### config.mk
export PLATFORM = sky130hd
export DESIGN_NAME = cps_status_regs
export DESIGN_NICKNAME = d
export VERILOG_FILES = /design/src/include/cps_pkg.sv /design/src/rtl/cps_status_regs.sv /design/src/rtl/cps_profile_flags.sv
export SDC_FILE = /design/constraint.sdc
export NUM_CORES = 1
export LEC_CHECK = 0
export BUFFER_PORTS_ARGS = -buffer_cell sky130_fd_sc_hd__buf_2
export CORE_ASPECT_RATIO = 1.5
export CORE_MARGIN = 3
export CORE_UTILIZATION = 37
export DETAILED_ROUTE_END_ITERATION = 8
export HOLD_SLACK_MARGIN = 0.06
export PLACE_DENSITY = 0.7
export SLEW_MARGIN = 5
export SYNTH_ARGS = -nofsm -noshare
export SYNTH_HDL_FRONTEND = slang
export SYNTH_SLANG_ARGS = --single-unit
### constraint.sdc
create_clock -name clk -period 2.01 [get_ports clk]
set_input_delay 0.402 -clock clk [delete_from_list [all_inputs] [get_ports clk]]
set_output_delay 0.402 -clock clk [all_outputs]
set_load 0.05 [all_outputs]
### src/include/cps_pkg.sv
// Package: offsets, field positions and encodings of the charger port status registers
package cps_pkg;

    // ****************************************
    // Register offsets
    // ****************************************
    localparam logic [7:0] CPS_ADDR_PROFILE = 8'h13;
    localparam logic [7:0] CPS_ADDR_PIN = 8'h14;

    // ****************************************
    // Field positions and reset values
    // ****************************************
    localparam int CPS_NUM_PROFILES = 7;
    localparam logic [6:0] CPS_PROFILE_RST = 7'h00;
    localparam int CPS_PIN_PORT_POWER_ENABLE_BIT = 6;
    localparam int CPS_PIN_MODE_B_BIT = 5;
    localparam int CPS_PIN_MODE_A_BIT = 4;
    localparam int CPS_PIN_EMUL_BIT = 3;
    localparam int CPS_PIN_POL_BIT = 2;
    localparam logic [7:0] CPS_RDATA_RST = 8'h00;

    // ****************************************
    // Power state encodings
    // ****************************************
    localparam logic [1:0] CPS_PS_SLEEP = 2'h0;
    localparam logic [1:0] CPS_PS_DETECT = 2'h1;
    localparam logic [1:0] CPS_PS_ACTIVE = 2'h2;
    localparam logic [1:0] CPS_PS_ERROR = 2'h3;

endpackage

### src/rtl/cps_status_regs.sv
// Module: accepted-profile and pin/power status registers of the charging port controller
module cps_status_regs
    import cps_pkg::*;
(
    // Clock and reset
    input wire logic clk,
    input wire logic rst_n,
    input wire logic clk_en,
    // Control pins and software overrides
    input wire logic port_power_enable,
    input wire logic port_power_enable_sw,
    input wire logic port_power_enable_ovr,
    input wire logic mode_select_a,
    input wire logic mode_select_a_sw,
    input wire logic mode_select_a_ovr,
    input wire logic mode_select_b,
    input wire logic mode_select_b_sw,
    input wire logic mode_select_b_ovr,
    input wire logic emulation_enable,
    input wire logic emulation_enable_sw,
    input wire logic emulation_enable_ovr,
    input wire logic polarity_select,
    // Power state and emulation events
    input wire logic [1:0] power_state,
    input wire logic [6:0] profile_accept,
    input wire logic removal_event,
    input wire logic emul_cycle_data_switch_ctl,
    input wire logic default_data_switch,
    // Register access port
    input wire logic reg_rd,
    input wire logic reg_wr,
    input wire logic [7:0] reg_addr,
    input wire logic [7:0] reg_wdata,
    // Register read data and status outputs
    output logic [7:0] reg_rdata_r,
    output logic reg_rvalid_r,
    output logic wake_req_r,
    output logic data_switch_r,
    output logic custom_limit_r,
    output logic [6:0] profile_flags_r,
    output logic [7:0] pin_status_r
);

    logic port_power_enable_eff;
    logic mode_a_eff;
    logic mode_b_eff;
    logic emul_eff;
    logic port_power_enable_on;
    logic port_power_enable_d_r;
    logic [1:0] mode_d_r;
    logic pwr_off_edge;
    logic mode_changed;
    logic clear_all;
    logic polarity_r;
    logic pol_captured_r;
    logic [1:0] power_state_field;
    logic [7:0] rdata_nxt;

    // ****************************************
    // Effective control levels
    // ****************************************
    // A set override bit replaces the pin level with the software value
    assign port_power_enable_eff = port_power_enable_ovr ? port_power_enable_sw : port_power_enable;
    assign mode_a_eff = mode_select_a_ovr ? mode_select_a_sw : mode_select_a;
    assign mode_b_eff = mode_select_b_ovr ? mode_select_b_sw : mode_select_b;
    assign emul_eff = emulation_enable_ovr ? emulation_enable_sw : emulation_enable;
    // Enable is on when its level matches the captured polarity
    assign port_power_enable_on = (port_power_enable_eff == polarity_r);

    // ****************************************
    // Polarity capture after reset release
    // ****************************************
    // The strap is read once; later strap changes wait for the next reset
    always_ff @(posedge clk or negedge rst_n) begin
        if (!rst_n) begin
            polarity_r <= 1'b0;
            pol_captured_r <= 1'b0;
        end else if (clk_en && !pol_captured_r) begin
            polarity_r <= polarity_select;
            pol_captured_r <= 1'b1;
        end
    end

    // ****************************************
    // Clear conditions for profile flags
    // ****************************************
    // Previous-cycle images for edge and change detection
    always_ff @(posedge clk or negedge rst_n) begin
        if (!rst_n) begin
            port_power_enable_d_r <= 1'b0;
            mode_d_r <= 2'h0;
        end else if (clk_en) begin
            port_power_enable_d_r <= port_power_enable_on;
            mode_d_r <= {mode_b_eff, mode_a_eff};
        end
    end

    // ****************************************
    // Profile clear request
    // ****************************************
    // Enable leaving its active level, judged against the captured polarity
    assign pwr_off_edge = port_power_enable_d_r && !port_power_enable_on;
    // Any change of the effective mode pair selects a new active mode
    assign mode_changed = (mode_d_r != {mode_b_eff, mode_a_eff});
    // Clear beats a same-cycle accept, so a stale handshake never survives
    assign clear_all = pwr_off_edge || mode_changed || removal_event;

    // ****************************************
    // Profile flag storage
    // ****************************************
    cps_profile_flags #(
        .NUM_PROFILES(CPS_NUM_PROFILES)
    ) u_flags (
        .clk(clk),
        .rst_n(rst_n),
        .clk_en(clk_en),
        .accept_pulse(profile_accept),
        .clear_all(clear_all),
        .flags_r(profile_flags_r)
    );

    // ****************************************
    // Switch steering while a profile is accepted
    // ****************************************
    // Flags feed the data switch and the custom limit here, never alert or attach detect
    always_ff @(posedge clk or negedge rst_n) begin
        if (!rst_n) begin
            data_switch_r <= 1'b0;
            custom_limit_r <= 1'b0;
        end else if (clk_en) begin
            if (|profile_flags_r) begin
                data_switch_r <= emul_cycle_data_switch_ctl;
                custom_limit_r <= 1'b1;
            end else begin
                // No accepted profile: the switch falls back to its default control
                data_switch_r <= default_data_switch;
                custom_limit_r <= 1'b0;
            end
        end
    end

    // ****************************************
    // Wake request on port access
    // ****************************************
    always_ff @(posedge clk or negedge rst_n) begin
        if (!rst_n) begin
            wake_req_r <= 1'b0;
        end else if (clk_en) begin
            // Reads and writes both count as accesses
            wake_req_r <= reg_rd || reg_wr;
        end
    end

    // ****************************************
    // Power state as seen by a register read
    // ****************************************
    // The read is itself an access, so sleep shows as detect, the state it wakes into
    assign power_state_field = (power_state == CPS_PS_SLEEP) ? CPS_PS_DETECT : power_state;

    // ****************************************
    // Live pin status image
    // ****************************************
    always_ff @(posedge clk or negedge rst_n) begin
        if (!rst_n) begin
            pin_status_r <= CPS_RDATA_RST;
        end else if (clk_en) begin
            // Bit 7 is unimplemented and stays zero
            pin_status_r <= 8'h00;
            pin_status_r[CPS_PIN_PORT_POWER_ENABLE_BIT] <= port_power_enable_eff;
            pin_status_r[CPS_PIN_MODE_B_BIT] <= mode_b_eff;
            pin_status_r[CPS_PIN_MODE_A_BIT] <= mode_a_eff;
            pin_status_r[CPS_PIN_EMUL_BIT] <= emul_eff;
            pin_status_r[CPS_PIN_POL_BIT] <= polarity_r;
            // Raw state here; only the register read hides sleep
            pin_status_r[1:0] <= power_state;
        end
    end

    // ****************************************
    // Read path
    // ****************************************
    // Address decode of the two status registers; anything else reads zero
    always_comb begin
        rdata_nxt = CPS_RDATA_RST;
        // Bit 7 of both registers is unimplemented and reads zero
        case (reg_addr)
            CPS_ADDR_PROFILE: rdata_nxt = {1'b0, profile_flags_r};
            CPS_ADDR_PIN: rdata_nxt = {1'b0, port_power_enable_eff, mode_b_eff, mode_a_eff, emul_eff,
                                       polarity_r, power_state_field};
            default: rdata_nxt = CPS_RDATA_RST;
        endcase
    end

    // Writes are not decoded at all, reads change no state
    // Write data is accepted on the port and deliberately left unread
    // Read data holds until the next read; valid follows the read strobe one cycle later
    always_ff @(posedge clk or negedge rst_n) begin
        if (!rst_n) begin
            reg_rdata_r <= CPS_RDATA_RST;
            reg_rvalid_r <= 1'b0;
        end else if (clk_en) begin
            reg_rvalid_r <= reg_rd;
            if (reg_rd) begin
                reg_rdata_r <= rdata_nxt;
            end
        end
    end

endmodule // cps_status_regs

### src/rtl/cps_profile_flags.sv
// Module: accepted legacy profile flags with their clear conditions
module cps_profile_flags
    import cps_pkg::*;
#(
    parameter int NUM_PROFILES = CPS_NUM_PROFILES
) (
    // Clock and reset
    input wire logic clk,
    input wire logic rst_n,
    input wire logic clk_en,
    // Emulation results
    input wire logic [NUM_PROFILES-1:0] accept_pulse,
    input wire logic clear_all,
    // Flags
    output logic [NUM_PROFILES-1:0] flags_r
);

    // Refuse a profile count the register cannot hold
    if (NUM_PROFILES < 1 || NUM_PROFILES > CPS_NUM_PROFILES) begin : g_bad_count
        $error("NUM_PROFILES must be 1 to 7");
    end

    // ****************************************
    // One flag per profile
    // ****************************************
    for (genvar i = 0; i < NUM_PROFILES; i++) begin : g_flag
        always_ff @(posedge clk or negedge rst_n) begin
            if (!rst_n) begin
                flags_r[i] <= 1'b0;
            end else if (clk_en) begin
                if (clear_all) begin
                    flags_r[i] <= 1'b0;
                end else if (accept_pulse[i]) begin
                    flags_r[i] <= 1'b1;
                end
            end
        end
    end

endmodule // cps_profile_flags

Word level (Yosys, flattened, before mapping)
Cells that the tools add are included.
{"block": "word_totals", "reg_bits": 31, "latch_bits": 0, "mem_bits_rw": 0, "mem_bits_ro": 0, "in_bits": 46, "out_inout_bits": 27, "elab_cells": 67, "mem_count": 0}
{"block": "op_classes", "n_addsub": 0, "mul": 0, "div_mod_pow": 0, "magnitude_cmp": 0, "n_eq_ne": 4, "n_shift": 0, "n_mux": 22, "n_bitwise": 0, "n_reduce_logical": 24}
{"op": "two-way mux 1 bit", "count": 20}
{"op": "equality test 8 x 5 -> 1 bit, second input constant", "count": 2}
{"op": "AND reduction 2 bit", "count": 8}
{"op": "one-hot mux 7 bit (2 select lines)", "count": 1}
{"op": "nonzero test 2 bit", "count": 7}
{"op": "OR reduction 7 bit", "count": 1}
{"op": "logical OR 1 bit", "count": 3}
{"op": "logical AND 1 bit", "count": 2}
{"op": "logical NOT 1 bit", "count": 2}
{"op": "logical NOT 2 bit", "count": 1}
{"op": "two-way mux 2 bit", "count": 1}
{"op": "!= test 2 bit", "count": 1}
{"op": "equality test 1 bit", "count": 1}

Depth between registers and ports, before layout
Gate-level depths: netlist (run 1).
{"block": "logic_depth", "depth_word": 8, "depth_mapped": 4, "depth_no_buf": 4}

By module
Synthesis (run 1) repeated with hierarchy kept, for this count alone.
{"block": "unflattened", "cells_unflattened": 112, "area_unflattened_um2": 1286.2}
{"mod": "cps_status_regs", "n_inst": 1, "cells_each": 88, "area_each_um2": 996.0, "seq_area_each_um2": 525.5}
{"mod": "cps_profile_flags", "n_inst": 1, "cells_each": 24, "area_each_um2": 290.3, "seq_area_each_um2": 175.2}

Least setup slack after synthesis (run 1)
Ideal clock, no wire load.
{"block": "synth_timing", "kind": "reg2reg", "startpoint": "register u_flags.flags_r[1]", "endpoint": "register data_switch_r", "setup_time_ns": 0.137, "arrival_ns": 1.609, "t_required_ns": 1.873, "path_slack_ns": 0.264, "stages_incl_launch_ff": 5, "n_path_buf": 0, "synth_period_minus_slack_ns": 1.746, "path_cell_list": "dfrtp_1 or4_4 nor4_4 mux2i_1 a21oi_1"}
{"block": "synth_via", "elab_chain_len": 2}
{"item": "start, declared", "line_no": "cps_profile_flags.sv:15", "source": "output logic [NUM_PROFILES-1:0] flags_r"}
{"item": "start signal, assigned by index", "line_no": "cps_profile_flags.sv:29", "source": "flags_r[i] <= 1'b0;"}
{"item": "start signal, assigned by index", "line_no": "cps_profile_flags.sv:32", "source": "flags_r[i] <= 1'b0;"}
{"item": "start signal, assigned by index", "line_no": "cps_profile_flags.sv:34", "source": "flags_r[i] <= 1'b1;"}
{"item": "OR reduction 7 bit", "line_no": "cps_status_regs.sv:131", "source": "if (|profile_flags_r) begin"}
{"item": "two-way mux 1 bit", "line_no": "cps_status_regs.sv:131"}
{"item": "end signal, assigned", "line_no": "cps_status_regs.sv:132", "source": "data_switch_r <= emul_cycle_data_switch_ctl;"}
{"item": "end signal, assigned", "line_no": "cps_status_regs.sv:136", "source": "data_switch_r <= default_data_switch;"}
{"item": "end, declared", "line_no": "cps_status_regs.sv:38", "source": "output logic data_switch_r,"}
No other way between the ends.
A chain may end at the register's enable or synchronous reset.

Worst setup path in the final report (run 1)
Ends and elaborated chain as after synthesis.

==> flow_summary.toml, run 1 <==
[status]
status = "finished clean"

[sta]
tightest_slew_ns = 0.605
fin_crit_ns = 1.60
fin_skew_ns = 0.00563
tns_ns = 0
relSlewSlack_pct = 59.7
finalHoldViolations = 0
rsz0062_at_grt = "no"
report.final.slew_viol_count = 0
setup_viol = 0
max_freq_mhz = 624
post-route-period-util_pct = 79.7

[routing]
post_drt_wl_per_cell_microns = 14.2
drc_errors = 0
drtIter0Drc = 41
via_count = 1080
routed_via_density = 5.09
postRouteAntennaNets = 0
drtPass1Iterations = 4
totalWireLength_microns = 3000

[critical_path]
end_kind = "flip-flop"
ff2ff_setup_slack_ns = 0.41
worstSetupPathType = "reg2reg"
crit_path_max_fanout = 4
critPathLaunchType = "flip-flop"
crit_arrival_ns = 1.75
required_ns = 2.16

[power_and_ir_drop]
p_leak_nw = 0.839
max-vdd-ir-drop_mv = 0.489
p_total_mw = 1.49
power_density_nw_per_um2 = 900

[layout]
diodes = 0
regArea_sq_um = 701
post_layout_nonfiller_instances = 212
area_delta_synth_final_pct = 33.5
multi_input_area_sq_um = 515
layout.nets = 219
drive_gt1_share_pct = 43.0
top_regs = "reg_rdata_r (7), u_flags.flags_r (7), pin_status_r (6)"
final.fill_count = 303

[floorplan]
num_rows = 25
start_util_pct = 38.9
die_w_microns = 53.3
coreArea_sq_um = 3190
dieArea_sq_um = 4100
ios = 73
die_h_microns = 77.0

[placed_design]
dpl.cell_count = 208
io_buffers = 62
place_congestion = 0.768
hpwlAfterDp_microns = 2340

[yosys]
yosysSeqAreaShare_pct = 56.4
synth_cells = 109
ys_ff_latch = 28
synth_cell_types = 28
synth_edf_count = 0
netlist_area_sq_um = 1240
synthFlopType = "dfrtp_1"
syn_avg_cell_area_sq_um = 11.4
async_flop_share_pct = 100
yosysWarnings = 0

[clock_network]
cts_resized = 0
cts.sink_count = 28
path_clk_slew_ns = 0.09
cts_buffers = 3
post_cts_buffers = 0
cts_hold_buf = 0
h-tree-depth = 1
clockRootBuffer = "clkbuf_8"
clock_latency_ns = 0.27
cts_tree = "done"
cts_buffer_depth = 2

[global_routing]
grt_first_pass_wirelength_microns = 4990
grt_usage_pct = 16.2
grt_pass1_vias = 1133
grt_max_degree = 31
overflow = 0
antenna_found_initial = 0

[worst_hold_path]
min_path_type = "in2async"

[run]
cap_violations = 0
[layout make-up]
type | count | area share (%)
clock inverter | 1 | 1.81
tap | 40 | 3.02
multi-input combinational | 76 | 31.1
clock buffer | 3 | 2.49
inverter | 1 | 0.226
timing repair buffer | 63 | 19.2
sequential | 28 | 42.2
[cells by family after synthesis]
logic type / synth area share, %
AND/OR/NAND/NOR: 16.2
flip-flops: 56.4
other: 0.302
buffers and inverters: 2.42
AO/OA/AOI/OAI: 13.7
multiplexers: 8.86
XOR/XNOR: 2.12
[critical path, stage by stage (launching register included)]
cell and delay [ns]:
dfrtp_1 0.43, or4_4 0.56, nor4_4 0.20, mux2i_1 0.21
a21oi_1 0.08
[path summary, 6_finish.rpt]
path,startpoint,endpoint,cells past startpoint
max,u_flags.flags_r[1],data_switch_r,4
min,rst_n,reg_rdata_r[0],1
max reg2reg,u_flags.flags_r[1],data_switch_r,4
min reg2reg,pol_captured_r,pol_captured_r,1
max in group asynchronous,rst_n,mode_d_r[0],1
min in group clk,polarity_select,polarity_r,2
[stage by stage]
step / area (sq um) / util (%) / worst slack [ns] / hold slack [ns]
after floorplan: 1250 / - / 0.264 / 0.106
after global placement: 1590 / 49.8 / 0.278 / 0.433
after detailed placement: 1590 / 49.8 / 0.263 / 0.449
after CTS: 1660 / 52.0 / 0.380 / 0.139
after global routing: 1660 / 52.0 / 0.316 / 0.168
final: 1660 / 52.0 / 0.408 / 0.126
[placed cells by master (no fill, tap or decap), drive strengths merged]
master	n
a21oi	14
a32oi	7
buf	63
bufinv	1
clkbuf	3
conb	2
dfrtp	28
inv	1
mux2	5
mux2i	5
nand2	6
nand3	2
nor2	10
nor2b	2
nor3	8
nor3b	1
nor4	1
o21ai	6
o31a	1
or2	1
or4	1
or4b	1
xnor2	2
xor2	1
[metal layers]
metal / vias to the layer above / track usage [%] / routed length (microns)
met5: - / 0 / 0
met4: 0 / 7.42 / 53
met3: 5 / 1.94 / 204
met2: 46 / 28.4 / 1590
met1: 510 / 18.8 / 1150
li1: 519 / - / -
[Yosys cell counts (2+ instances only)]
library cell   n  area share, %
dfrtp_1       28             56
a21oi_1       14            5.6
nor2_1        10            3.0
a32oi_1        7            4.9
nor3_1         7            2.8
o21ai_1        6            2.4
nand2_1        5            1.5
mux2_1         4            3.6
mux2i_1        4            3.2
buf_4          2            1.2
clkbuf_1       2           0.60
nand3_1        2           0.81
nor2b_1        2            1.0
xnor2_1        2            1.4
[power by group]
group          internal (mW)  switching [mW]  leakage [nW]
Combinational          0.118           0.281         0.457
Sequential             0.615          0.0444         0.346
Clock                  0.267           0.168        0.0357
Total                   1.00           0.494         0.839
No activity file was read; power rests on OpenSTA's default activity.
==> run 2: changes to the inputs <==
--- a/config.mk
+++ b/config.mk
@@ -11,7 +11,7 @@
 export CORE_UTILIZATION = 37
 export DETAILED_ROUTE_END_ITERATION = 8
 export HOLD_SLACK_MARGIN = 0.06
-export PLACE_DENSITY = 0.7
+export PLACE_DENSITY = 0.72
 export SLEW_MARGIN = 5
 export SYNTH_ARGS = -nofsm -noshare
 export SYNTH_HDL_FRONTEND = slang
==> constraint.sdc (replaced) <==
create_clock -name clk -period 1.35 [get_ports clk]
set_input_delay 0.27 -clock clk [delete_from_list [all_inputs] [get_ports clk]]
set_output_delay 0.27 -clock clk [all_outputs]
set_load 0.05 [all_outputs]
==> flow_summary.toml, run 2 (synthesized netlist as in run 1, its figures left out) <==
[status]
status = "complete, but fails checks"
violations = "negative setup slack"

[clock_network]
cts.sink_count = 28
clockRootBuffer = "clkbuf_8"
path_clk_slew_ns = 0.09
cts_tree = "done"
cts_buffer_depth = 2
clock_latency_ns = 0.27
cts_buffers = 3
h-tree-depth = 1

[floorplan]
die_w_microns = 53.3
num_rows = 25
die_h_microns = 77.0
dieArea_sq_um = 4100
start_util_pct = 38.9
coreArea_sq_um = 3190
ios = 73

[global_routing]
overflow = 0
antenna_found_initial = 0
grt_usage_pct = 16.8
grt_first_pass_wirelength_microns = 5090
grt_pass1_vias = 1131
grt_max_degree = 29

[critical_path]
crit_path_top_delay_cell = "or4_4"
end_kind = "flip-flop"
path_delay_family = "simple AND/OR/NAND/NOR gates"
ff2ff_setup_slack_ns = -0.21
crit_arrival_ns = 1.72
cp.buffers_inverters = 0
critPathMaxStageDelay_ns = 0.56
required_ns = 1.51
reg2reg_from = "u_flags.flags_r[6]"
crit_path_end = "data_switch_r"
crit_chain = "or4_4 > nor4_4 > mux2i_1 > a21oi_1"
r2r-end = "data_switch_r"
critPathLaunch = "u_flags.flags_r[6]"
worstSetupPathType = "reg2reg"
critPathLaunchType = "flip-flop"
crit_path_max_fanout = 2
worstRegToRegCells = 4
path_depth = 4

[routing]
postRouteAntennaNets = 0
routed_via_density = 5.04
drtPass1Iterations = 4
drtIter0Drc = 29
post_drt_wl_per_cell_microns = 13.8
via_count = 1144
drc_errors = 0
totalWireLength_microns = 3120

[run]
cap_violations = 0

[layout]
fin_util_pct = 56.0
area_delta_synth_final_pct = 43.8
layout.nets = 234
fin_area_sq_um = 1790
layout_commonest_cell = "buf_2"
top_regs = "reg_rdata_r (7), u_flags.flags_r (7), pin_status_r (6)"
drive_gt1_share_pct = 50.8
final_cell_mix = "62 x buf_2, 24 x dfrtp_1, 14 x buf_4, 13 x a21oi_1, 9 x nor2_1"
diodes = 0

[power_and_ir_drop]
p_comb_share_pct = 31.3
max-vdd-ir-drop_mv = 0.864
intPower_mw = 1.41
p_clk_share_pct = 23.5
power_frac_seq_pct = 45.3
p_leak_nw = 0.909
power_density_nw_per_um2 = 1210
sw_frac_of_total_pct = 34.8
p_switching_uw = 752

[placed_design]
hpwlAfterDp_microns = 2450
place_congestion = 0.783
postPlaceCellArea_sq_um = 1700
io_buffers = 62

[sta]
setup_viol = 2
rsz0062_at_grt = "yes"
report.final.slew_viol_count = 0
fin_skew_ns = 0.00122
max_freq_mhz = 642
finalHoldViolations = 0
fin_ws_ns = -0.207
relSlewSlack_pct = 60.2
post-route-period-util_pct = 115
tightest_slew_ns = 0.597
fin_crit_ns = 1.56

[worst_hold_path]
min_path_type = "in2reg"
min_path_cells = 2
run 2: changes by cell type in the layout (fill, tap and decap cells not counted), sizes merged:
| cell | before | now |
|---|---|---|
| buf | 63 | 77 |
| bufinv | 1 | 0 |
| clkbuf | 3 | 4 |
| dlygate4sd3 | 0 | 1 |
run 2: power groups by stage:
stage / logic, mW / clock network (mW) / registers [mW]
4_1_cts: 0.662 / 0.526 / 0.978
6_report: 0.675 / 0.506 / 0.977
3_3_place_gp: 0.645 / 0 / 0.987
2_1_floorplan: 0.179 / 0 / 1.23
3_5_place_dp: 0.656 / 0 / 0.992
5_1_grt: 0.721 / 0.558 / 0.988
run 2: how the worst min path moves through the flow:
stage               startpoint         endpoint  slack, ns
2_1_floorplan            rst_n   custom_limit_r      -0.03
3_3_place_gp             rst_n    data_switch_r       0.30
3_5_place_dp             rst_n  pin_status_r[3]       0.32
4_1_cts        polarity_select       polarity_r       0.21
5_1_grt        polarity_select       polarity_r       0.22
6_report       polarity_select       polarity_r       0.22
run 2: metrics by stage:
stage	hold slack (ns)	setup TNS (ns)	setup slack (ns)	cells	total power [mW]
3_3_place_gp	0.302	-1.08	-0.185	221	1.63
6_report	0.217	-0.325	-0.207	227	2.16
4_1_cts	0.213	-0.274	-0.221	226	2.16
5_1_grt	0.220	-0.479	-0.293	227	2.27
2_1_floorplan	-0.0256	-0.784	-0.304	110	1.41
3_5_place_dp	0.317	-1.56	-0.193	221	1.65
run 2: timing repair:
item                                    CTS  global route
resized for setup                         0             3
endpoints found under the setup margin    2             7
hold buffers                              1             0
hold endpoints to repair                 28             0
buffers inserted                          0             1
run 2: cell type report:
| class | instances | area, sq um |
|---|---|---|
| Fill cell | 296 | 1400 |
| Sequential cell | 28 | 706 |
| Multi-Input combinational cell | 76 | 527 |
| Timing Repair Buffer | 78 | 445 |
| Clock buffer | 4 | 55.1 |
| Tap cell | 40 | 50.0 |
| Inverter | 1 | 3.75 |
run 2: per-layer routing:
| metal | part of all wire (%) | GRT usage [%] |
|---|---|---|
| met3 | 9.2 | 1.94 |
| met2 | 54 | 29.5 |
| met4 | 1.3 | 6.14 |
| met1 | 35 | 20.0 |
| met5 | 0 | 0 |
